**config.mk**
```make
export PLATFORM = sky130hd
export DESIGN_NAME = avwf_top
export DESIGN_NICKNAME = d
export VERILOG_FILES = /design/src/avwf_pkg.sv /design/src/avwf_format.sv /design/src/avwf_top.sv
export SDC_FILE = /design/constraint.sdc
export NUM_CORES = 1
export LEC_CHECK = 0
export BUFFER_PORTS_ARGS = -buffer_cell sky130_fd_sc_hd__buf_2
export CAP_MARGIN = 20
export CORE_UTILIZATION = 40
export CTS_CLUSTER_SIZE = 14
export DETAILED_ROUTE_END_ITERATION = 16
export PLACE_DENSITY = 0.73
export SLEW_MARGIN = 20
export SYNTH_ARGS = -nofsm -noshare
export SYNTH_HDL_FRONTEND = slang
export SYNTH_SLANG_ARGS = --single-unit
```
**constraint.sdc**
```tcl
create_clock -name clk -period 4.6 [get_ports clk]
set_clock_uncertainty 0.2 [all_clocks]
set_input_delay 0.69 -clock clk [delete_from_list [all_inputs] [get_ports clk]]
set_output_delay 0.69 -clock clk [all_outputs]
set_load 0.02 [all_outputs]
```
**src/avwf_pkg.sv**
```systemverilog
// Package with word layout, range codes and timing constants
package avwf_pkg;
   localparam int AVWF_WORD_W = 16;
   localparam int AVWF_MSB = 15;
   localparam logic signed [15:0] AVWF_CODE_OVERFLOW = 16'sh7fff;
   localparam logic signed [15:0] AVWF_CODE_OVR_TOP = 16'sh7eff;
   localparam logic signed [15:0] AVWF_CODE_UNDERFLOW = 16'sh8000;
   localparam logic signed [15:0] AVWF_CODE_UND_BOT = 16'sh8100;
   localparam logic signed [15:0] AVWF_RESET_WORD = 16'sh0000;
   // Ends of the rated range, beyond them lies over- or underrange
   localparam logic signed [15:0] AVWF_RATED_TOP = 16'sh6c00;
   localparam logic signed [15:0] AVWF_RATED_BOT = 16'sh9400;
   localparam int AVWF_RES_DEFAULT = 16;
   localparam int AVWF_CONV_NS = 100;
   localparam int AVWF_CLK_NS = 25;
   localparam int AVWF_CONV_CYC =
      (AVWF_CONV_NS + AVWF_CLK_NS - 1) / AVWF_CLK_NS;
   typedef enum logic [1:0] {
      AVWF_IDLE = 2'b00,
      AVWF_LOAD = 2'b01,
      AVWF_CONV = 2'b10
   } avwf_state_t;
   typedef struct packed {
      logic overflow;
      logic overrange;
      logic underrange;
      logic underflow;
   } avwf_flags_t;
endpackage

```
**src/avwf_format.sv**
```systemverilog
// Combinational word formatter: saturation and left justification
`timescale 1ns/10ps
`default_nettype none
module avwf_format
   import avwf_pkg::*;
#(
   parameter int RES = AVWF_RES_DEFAULT
) (
   input wire logic signed [15:0] value_in,
   output logic signed [15:0] word_out,
   output avwf_flags_t flags
);
   localparam logic [15:0] LOW_MASK = 16'hffff << (16 - RES);
   logic signed [15:0] sat;
   always_comb begin
      flags = '0;
      sat = value_in;
      // Beyond the band clamp rather than wrap
      if (value_in > AVWF_CODE_OVR_TOP) begin
         sat = AVWF_CODE_OVERFLOW;
         flags.overflow = 1'b1;
      end else if (value_in < AVWF_CODE_UND_BOT) begin
         sat = AVWF_CODE_UNDERFLOW;
         flags.underflow = 1'b1;
      end else if (value_in > AVWF_RATED_TOP) begin
         flags.overrange = 1'b1;
      end else if (value_in < AVWF_RATED_BOT) begin
         flags.underrange = 1'b1;
      end
      // Codes keep full width; normal values drop unused low bits
      if (flags.overflow || flags.underflow)
         word_out = sat;
      else
         word_out = sat & LOW_MASK;
   end
endmodule
`default_nettype wire

```
**src/avwf_top.sv**
```systemverilog
// Analog output word formatter and conversion sequencer
`timescale 1ns/10ps
`default_nettype none
module avwf_top
   import avwf_pkg::*;
#(
   parameter int RES = AVWF_RES_DEFAULT,
   parameter int CONV_CYC = AVWF_CONV_CYC
) (
   input wire logic clk,
   input wire logic rst,
   input wire logic msg_valid,
   input wire logic signed [15:0] msg_value,
   input wire logic msg_end,
   output logic signed [15:0] dac_word,
   output logic dac_load,
   output logic dac_start,
   output logic conv_busy,
   output logic conv_done,
   output logic signed [15:0] readback_word,
   output avwf_flags_t range_flags
);
   // Period bound keeps the conversion check a short fixed delay
   if (RES < 8 || RES > AVWF_WORD_W) begin : g_bad_res
      $error("RES must be 8 to 16");
   end
   if (CONV_CYC < 1 || CONV_CYC > 256) begin : g_bad_conv
      $error("CONV_CYC must be 1 to 256");
   end

   avwf_state_t state, next_state;
   logic signed [15:0] mem, next_mem;
   logic pend, next_pend;
   logic [15:0] cnt, next_cnt;
   logic signed [15:0] fmt_word;
   avwf_flags_t fmt_flags;
   logic signed [15:0] next_dac_word;
   logic next_dac_load, next_dac_start, next_busy, next_done;
   avwf_flags_t next_flags;

   // Formatter encodes the memory value for the converter; readback takes the same formatted word that is loaded
   avwf_format #(.RES(RES)) u_fmt (
      .value_in(mem),
      .word_out(fmt_word),
      .flags(fmt_flags)
   );

   always_comb begin
      next_state = state;
      next_mem = mem;
      next_pend = pend;
      next_cnt = cnt;
      next_dac_word = dac_word;
      next_dac_load = 1'b0;
      next_dac_start = 1'b0;
      next_busy = conv_busy;
      next_done = 1'b0;
      next_flags = range_flags;
      // Interface writes the internal memory; last value wins
      if (msg_valid)
         next_mem = msg_value;
      // A message end during a conversion is kept, not dropped
      if (msg_end)
         next_pend = 1'b1;
      case (state)
         AVWF_IDLE: begin
            if (pend || msg_end) begin
               next_pend = 1'b0;
               next_state = AVWF_LOAD;
               next_busy = 1'b1;
            end
         end
         AVWF_LOAD: begin
            next_dac_word = fmt_word;
            next_flags = fmt_flags;
            next_dac_load = 1'b1;
            next_dac_start = 1'b1;
            next_cnt = 16'(CONV_CYC - 1);
            next_state = AVWF_CONV;
         end
         AVWF_CONV: begin
            // Single channel: one conversion ends the cycle
            if (cnt == 16'h0000) begin
               next_state = AVWF_IDLE;
               next_busy = 1'b0;
               next_done = 1'b1;
            end else begin
               next_cnt = cnt - 16'h0001;
            end
         end
         default: next_state = AVWF_IDLE;
      endcase
   end

   always_ff @(posedge clk) begin
      if (rst) begin
         state <= AVWF_IDLE;
         mem <= AVWF_RESET_WORD;
         pend <= 1'b0;
         cnt <= 16'h0000;
         dac_word <= AVWF_RESET_WORD;
         dac_load <= 1'b0;
         dac_start <= 1'b0;
         conv_busy <= 1'b0;
         conv_done <= 1'b0;
         range_flags <= '0;
         readback_word <= AVWF_RESET_WORD;
      end else begin
         state <= next_state;
         mem <= next_mem;
         pend <= next_pend;
         cnt <= next_cnt;
         dac_word <= next_dac_word;
         dac_load <= next_dac_load;
         dac_start <= next_dac_start;
         conv_busy <= next_busy;
         conv_done <= next_done;
         range_flags <= next_flags;
         readback_word <= next_dac_word;
      end
   end

   localparam logic [15:0] LOW_BITS = ~(16'hffff << (16 - RES));

   AST_LOAD_AFTER_END:
   assert property (@(posedge clk) disable iff (rst)
      (state == AVWF_IDLE && msg_end) |-> ##2 dac_load)
   else $error("no load two cycles after message end");

   AST_START_WITH_LOAD:
   assert property (@(posedge clk) disable iff (rst)
      dac_load |-> dac_start && conv_busy)
   else $error("load without start");

   AST_ONE_PERIOD:
   assert property (@(posedge clk) disable iff (rst)
      dac_start |-> ##(CONV_CYC) conv_done)
   else $error("conversion period wrong");

   AST_DONE_CLEARS_BUSY:
   assert property (@(posedge clk) disable iff (rst)
      conv_done |-> !conv_busy)
   else $error("busy after done");

   AST_LOW_ZERO:
   assert property (@(posedge clk) disable iff (rst)
      (dac_load && !range_flags.overflow && !range_flags.underflow)
      |-> (dac_word & LOW_BITS) == 16'h0000)
   else $error("unused low bits not zero");

   AST_SATURATE:
   assert property (@(posedge clk) disable iff (rst)
      (state == AVWF_LOAD && mem > AVWF_CODE_OVR_TOP)
      |=> dac_word == AVWF_CODE_OVERFLOW && range_flags.overflow)
   else $error("no saturation to overflow");

   AST_OVERFLOW_CODE:
   assert property (@(posedge clk) disable iff (rst)
      range_flags.overflow |-> dac_word == 16'sh7fff)
   else $error("overflow flag with wrong code");

   AST_SIGN_KEPT:
   assert property (@(posedge clk) disable iff (rst)
      (state == AVWF_LOAD) |=> dac_word[AVWF_MSB] == $past(mem[15]))
   else $error("sign bit lost");

   AST_BUSY_AFTER_END:
   assert property (@(posedge clk) disable iff (rst)
      (state == AVWF_IDLE && msg_end) |=> conv_busy)
   else $error("accepted message end did not raise busy");

   AST_PEND_SERVED:
   assert property (@(posedge clk) disable iff (rst)
      (state == AVWF_IDLE && pend) |=> state == AVWF_LOAD)
   else $error("pending message end not served");

   AST_WORD_HELD:
   assert property (@(posedge clk) disable iff (rst)
      (!dac_load && !$past(rst)) |-> $stable(dac_word))
   else $error("converter word changed without load");

   AST_DONE_PULSE:
   assert property (@(posedge clk) disable iff (rst)
      conv_done |=> !conv_done)
   else $error("done longer than one cycle");

   AST_BUSY_WHILE_CONV:
   assert property (@(posedge clk) disable iff (rst)
      (state == AVWF_CONV) |-> conv_busy)
   else $error("not busy during conversion");

   AST_UNDERFLOW_CODE:
   assert property (@(posedge clk) disable iff (rst)
      range_flags.underflow |-> dac_word == AVWF_CODE_UNDERFLOW)
   else $error("underflow flag with wrong code");

   AST_FLAGS_ONEHOT:
   assert property (@(posedge clk) disable iff (rst)
      $onehot0(range_flags))
   else $error("more than one range flag");

   AST_READBACK:
   assert property (@(posedge clk) disable iff (rst)
      readback_word == dac_word)
   else $error("readback differs from converter word");

   COV_CONVERT: cover property (@(posedge clk) dac_start ##[1:20] conv_done);
   COV_OVERFLOW: cover property (@(posedge clk) dac_load
      && range_flags.overflow);
   COV_PENDING: cover property (@(posedge clk) conv_busy && msg_end);
   COV_UNDERFLOW: cover property (@(posedge clk) dac_load
      && range_flags.underflow);
endmodule
`default_nettype wire

```
=== Word-level counts from Yosys, hierarchy flattened ===
Index checks and enable logic that the tools add are counted.

* Output and inout port bits: 40
* Flip-flop bits (word level): 58
* Word-level logic and storage cells: 54
* Input bits: 20

* Reductions and logical operators: 9
* Bitwise operators: 1
* Muxes and demuxes: 22
* Equality and inequality tests: 5
* Magnitude comparators: 4
* Add/sub/neg operators: 1

{| class="wikitable"
|+ Operators by type and width
! kind !! count
|-
| two-way mux 16 bit || 3
|-
| > comparator 16 bit, second input constant || 2
|-
| less-than comparator 16 bit, second input constant || 2
|-
| case mux 16 bit (2 select lines) || 1
|-
| logical NOT 16 bit || 1
|-
| subtractor 16 x 1 -> 16 bit, second input constant || 1
|-
| two-way mux 1 bit || 12
|-
| two-way mux 2 bit || 3
|-
| != test 2 bit, second input constant || 3
|-
| case mux 2 bit (3 select lines) || 1
|-
| AND reduction 2 bit || 2
|-
| nonzero test 2 bit || 2
|-
| two-way mux 3 bit || 1
|-
| AND reduction 3 bit || 1
|-
| equality test 2 x 1 -> 1 bit, second input constant || 1
|-
| equality test 2 bit, second input constant || 1
|-
| logical NOT 2 bit || 1
|-
| case mux 1 bit (2 select lines) || 1
|-
| OR reduction 2 bit || 1
|-
| logical OR 1 bit || 1
|-
| inverter 1 bit || 1
|}

=== Longest topological paths before layout ===
* Depth in word-level cells: 5
* Gate-level depth with buffers: 7
* Gate-level depth less buffers: 6

=== Hierarchy ===
From an unflattened synthesis, not the netlist that was laid out.

* Cell total of the unflattened synthesis: 326
* Area, all modules: 2773.9 um2

{| class="wikitable"
|+ Modules (own cells, without submodules)
! module !! cells an instance !! instances !! seq. area each (um2) !! area each (um2)
|-
| avwf_top || 278 || 1 || 1161.1 || 2483.6
|-
| avwf_format || 48 || 1 || 0.0 || 290.3
|}

=== Least setup slack after synthesis ===
OpenSTA, ideal clock, no wires.

* Kind: input to register
* Start: in rst
* End: reg range_flags[2] (netlist bit)
* Stages: 6
* Data required time: 4313 ps
* Slack: 2467 ps
* Path buffers: 2
* Arrival time: 1846 ps
* Library setup time: 87 ps
* Path through: clkbuf_1 > nand2b_1 > nor2_1 > clkbuf_1 > nand2_1 > o31ai_1

{| class="wikitable"
|+ RTL lines
! what !! line !! text
|-
| from (decl) || avwf_top.sv:11 || <nowiki>input wire logic rst,</nowiki>
|-
| to (signal assigned) || avwf_top.sv:118 || <nowiki>range_flags <= next_flags;</nowiki>
|-
| to (decl) || avwf_top.sv:21 || <nowiki>output avwf_flags_t range_flags</nowiki>
|}

=== Worst setup path after layout ===
* Start: reg state[1]
* End: reg cnt[12]

* Cells in the longest elaborated chain, start to end: 3
* Elaborated cells between the ends (all ways): 6
* Classes of those cells: eq/ne: 3; mux: 1; reduce/logical: 2

{| class="wikitable"
|+ RTL lines
! what !! line !! text
|-
| from (decl) || avwf_top.sv:31 || <nowiki>avwf_state_t state, next_state;</nowiki>
|-
| from (signal assigned) || avwf_top.sv:109 || <nowiki>state <= next_state;</nowiki>
|-
| equality test 2 bit or equality test 2 x 1 -> 1 bit (tied branches) || avwf_top.sv:65 || <nowiki>case (state)</nowiki>
|-
| != test 2 bit (no line) or nonzero test 2 bit (tied branches) || -- ||
|-
| AND reduction 2 bit (no line) || -- ||
|-
| to (signal assigned) || avwf_top.sv:112 || <nowiki>cnt <= next_cnt;</nowiki>
|-
| to (decl) || avwf_top.sv:34 || <nowiki>logic [15:0] cnt, next_cnt;</nowiki>
|}

Parallel ways exist; a longest one is shown, timed or not.
A chain may end at the register's enable or synchronous reset.

==> results.ini <==
[status]
status = finished, final reports clean

[route]
vias_per_cell = 5.26
route.detailed.drc = 0
wirelength_mm = 4.90
wl_per_cell_microns = 13.0
drtPass1Iterations = 4
drt_iter0_drc = 91
drtAntennaViolNets = 0
dr_total_vias = 1982

[synth]
synthArstFlopShare = 0
syn_nets = 275
syn_area_sq_mm = 0.00244
yosysUniqueCellTypes = 42
synth-seq-area-share = 0.476
ys_ff_latch = 58
synth_top_area_frac = 0.476
synth_top_area_cell = dfxtp_1
synth_area_leaders = dfxtp_1 (48%), mux2i_1 (7.0%), a221o_1 (6.2%), nor2_1 (5.5%), buf_4 (5.2%)
synthCells = 253
synthFlopType = dfxtp_1
syn_avg_cell_area_sq_um = 9.63
synth_edf_count = 0
synth_warnings = 0

[worst_setup_path]
crit_start = state[1]
r2r-end = cnt[12]
cp_top_family = simple AND/OR/NAND/NOR gates
reg2reg_depth = 4
cp_max_fo = 7
crit_cells = 4
reg2reg_from = state[1]
worstPathCellList = nor4b_1, nand3_1, or4_1, a21oi_1
critPathCapture = cnt[12]
slowest_stage = nor4b_1
regToRegSetupSlack_ns = 2.20
crit_type = register to register
required_ns = 4.66
arrival_ns = 2.46
slowest_delay_ns = 0.66
crit_buf_inv = 0
end_kind = register
start_kind = register

[sta]
worstMarginPinSlew_ns = 1.00
hold_violations = 0
setup_viol = 0
rsz0062_at_grt = no
slew_violations = 0
maxSlewHeadroom = 0.329
timing.final.crit_share = 0.522
period_minus_slack_ns = 2.40
max_clock_freq_mhz = 417
fin_tns_setup_ns = 0

[floorplan]
io_pins = 60
start_util = 0.414
die_h_microns = 80.1
die_area_sq_mm = 0.00641
rows = 28
die_w_microns = 80.1
core_sq_mm = 0.00589

[clock_tree]
cts_setup_buffers = 0
cts_tree = built
clk_pin_slew_worst_paths_ns = 0.06
cts_hold_buf = 0
clockRootBuffer = clkbuf_8
cts_htree_levels = 3
cts.path.max_buffers = 2
clk_latency_ns = 0.34
cts_resized = 0
cts-buffers-inserted = 9
cts_sinks = 58

[grt]
grt_pass1_wl_mm = 7.87
grt_use_total = 0.161
grt-ovfl-total = 0
antenna_found_initial = 0
grt_max_degree = 27
grt_pass1_vias = 1689

[placed_design]
portBuffers = 59
dp.cells = 361
place_hpwl_mm = 3.41
gp_congestion = 0.768

[cells_and_area]
fillers = 572
post-route-util = 0.492
drive_gt1_frac = 0.278
fin_cells = 377
fin_nets = 319
antenna_cells = 0
area_growth_pct = 18.7

[pwr]
leakage_uw = 0.00131
finalPower_uw = 1200
peakVddDrop_v = 0.000206
p_per_area_mw_per_mm2 = 413

[job]
drv_cap = 0

[hold_path]
hp-class = register to register
hold_path_depth = 1

==> worst register-to-register path, cell delays in order, from the launching register on <==
cell	delay [ns]
dfxtp_1	0.41
nor4b_1	0.66
nand3_1	0.42
or4_1	0.49
a21oi_1	0.14
==> sequential cells by signal, summed over array words and instances (netlist names) <==
name           cells
conv_done          1
readback_word     16
dac_start          1
mem               16
range_flags        4
state              2
conv_busy          1
cnt               16
pend               1
==> Yosys cell counts (6+ instances only) <==
| library cell | count |
|---|---|
| o21ai_0 | 10 |
| nand2_1 | 11 |
| nor4_1 | 6 |
| dfxtp_1 | 58 |
| mux2i_1 | 17 |
| a221o_1 | 15 |
| buf_4 | 17 |
| nand3_1 | 6 |
| inv_1 | 6 |
| nor2_1 | 36 |
| a21oi_1 | 7 |
| nor3_1 | 7 |
| clkbuf_1 | 9 |
==> cell usage in the layout, fill, tap and decap left out, drive strengths merged <==
cell      instances
ha                2
o211ai            1
nor4              7
nor2b             3
a21oi             7
o21a              1
clkinv            2
a31o              1
nand2            11
a311oi            1
o21ai            11
o31ai             2
nand2b            4
or3               3
and4              1
o21bai            3
xor2              1
xnor2             4
nor3              7
a21boi            1
a221o            15
and3              1
inv               6
a31oi             2
bufinv            2
mux2i            17
o2111ai           1
a21o              1
nand3             6
nor4b             4
nor3b             2
buf              60
clkbuf           11
or4               4
clkinvlp          1
dfxtp            58
nand4             2
nor2             36
==> how the worst min path moves through the flow <==
stage / startpoint / to / slack, ns
floorplan: mem[15] / range_flags[1] / 0.24
global placement: range_flags[3] / range_flags[3] / 0.24
detailed placement: range_flags[3] / range_flags[3] / 0.24
CTS: range_flags[3] / range_flags[3] / 0.25
global route: range_flags[3] / range_flags[3] / 0.28
finish: range_flags[3] / range_flags[3] / 0.25
==> cell type report <==
cell class | instances | area (sq um) | share of cell area
repair buffers | 60 | 303 | 0.105
clock buffers | 11 | 141 | 0.0489
inverters | 6 | 22.5 | 0.00778
flip-flops and latches | 58 | 1160 | 0.401
clock inverters | 5 | 77.6 | 0.0268
well taps | 75 | 93.8 | 0.0324
multi-input cells | 162 | 1090 | 0.378
==> kinds of logic after synthesis <==
family / count (synthesis) / share of synthesized area
AND/OR/NAND/NOR: 91 / 0.204
flip-flops: 58 / 0.476
AO/OA/AOI/OAI: 47 / 0.144
buffers and inverters: 33 / 0.0775
multiplexers: 17 / 0.0698
XOR/XNOR: 5 / 0.0180
adder cells (fa/ha/maj): 2 / 0.0103
==> through the flow <==
step	hold slack (ns)	setup slack, ns	instance area (sq um)
floorplan	0.245	2.47	2440
CTS	0.255	2.06	2890
global route	0.284	2.05	2890
finish	0.249	2.20	2890
detailed placement	0.240	1.88	2670
global placement	0.239	1.93	2670
==> power breakdown <==
part           switching (uW)  internal (uW)
Clock                     198            318
Sequential               20.4            525
Combinational            80.5           53.8
Total                     299            896
==> layer usage <==
layer,part of all wire,vias up,GRT usage,wire length [microns]
met5,0,-,0,0
met4,0.016,0,0.0804,77
met3,0.046,10,0.0511,227
met2,0.45,48,0.225,2190
met1,0.49,933,0.219,2410
li1,-,991,-,-
No activity file was read; power rests on OpenSTA's default activity.
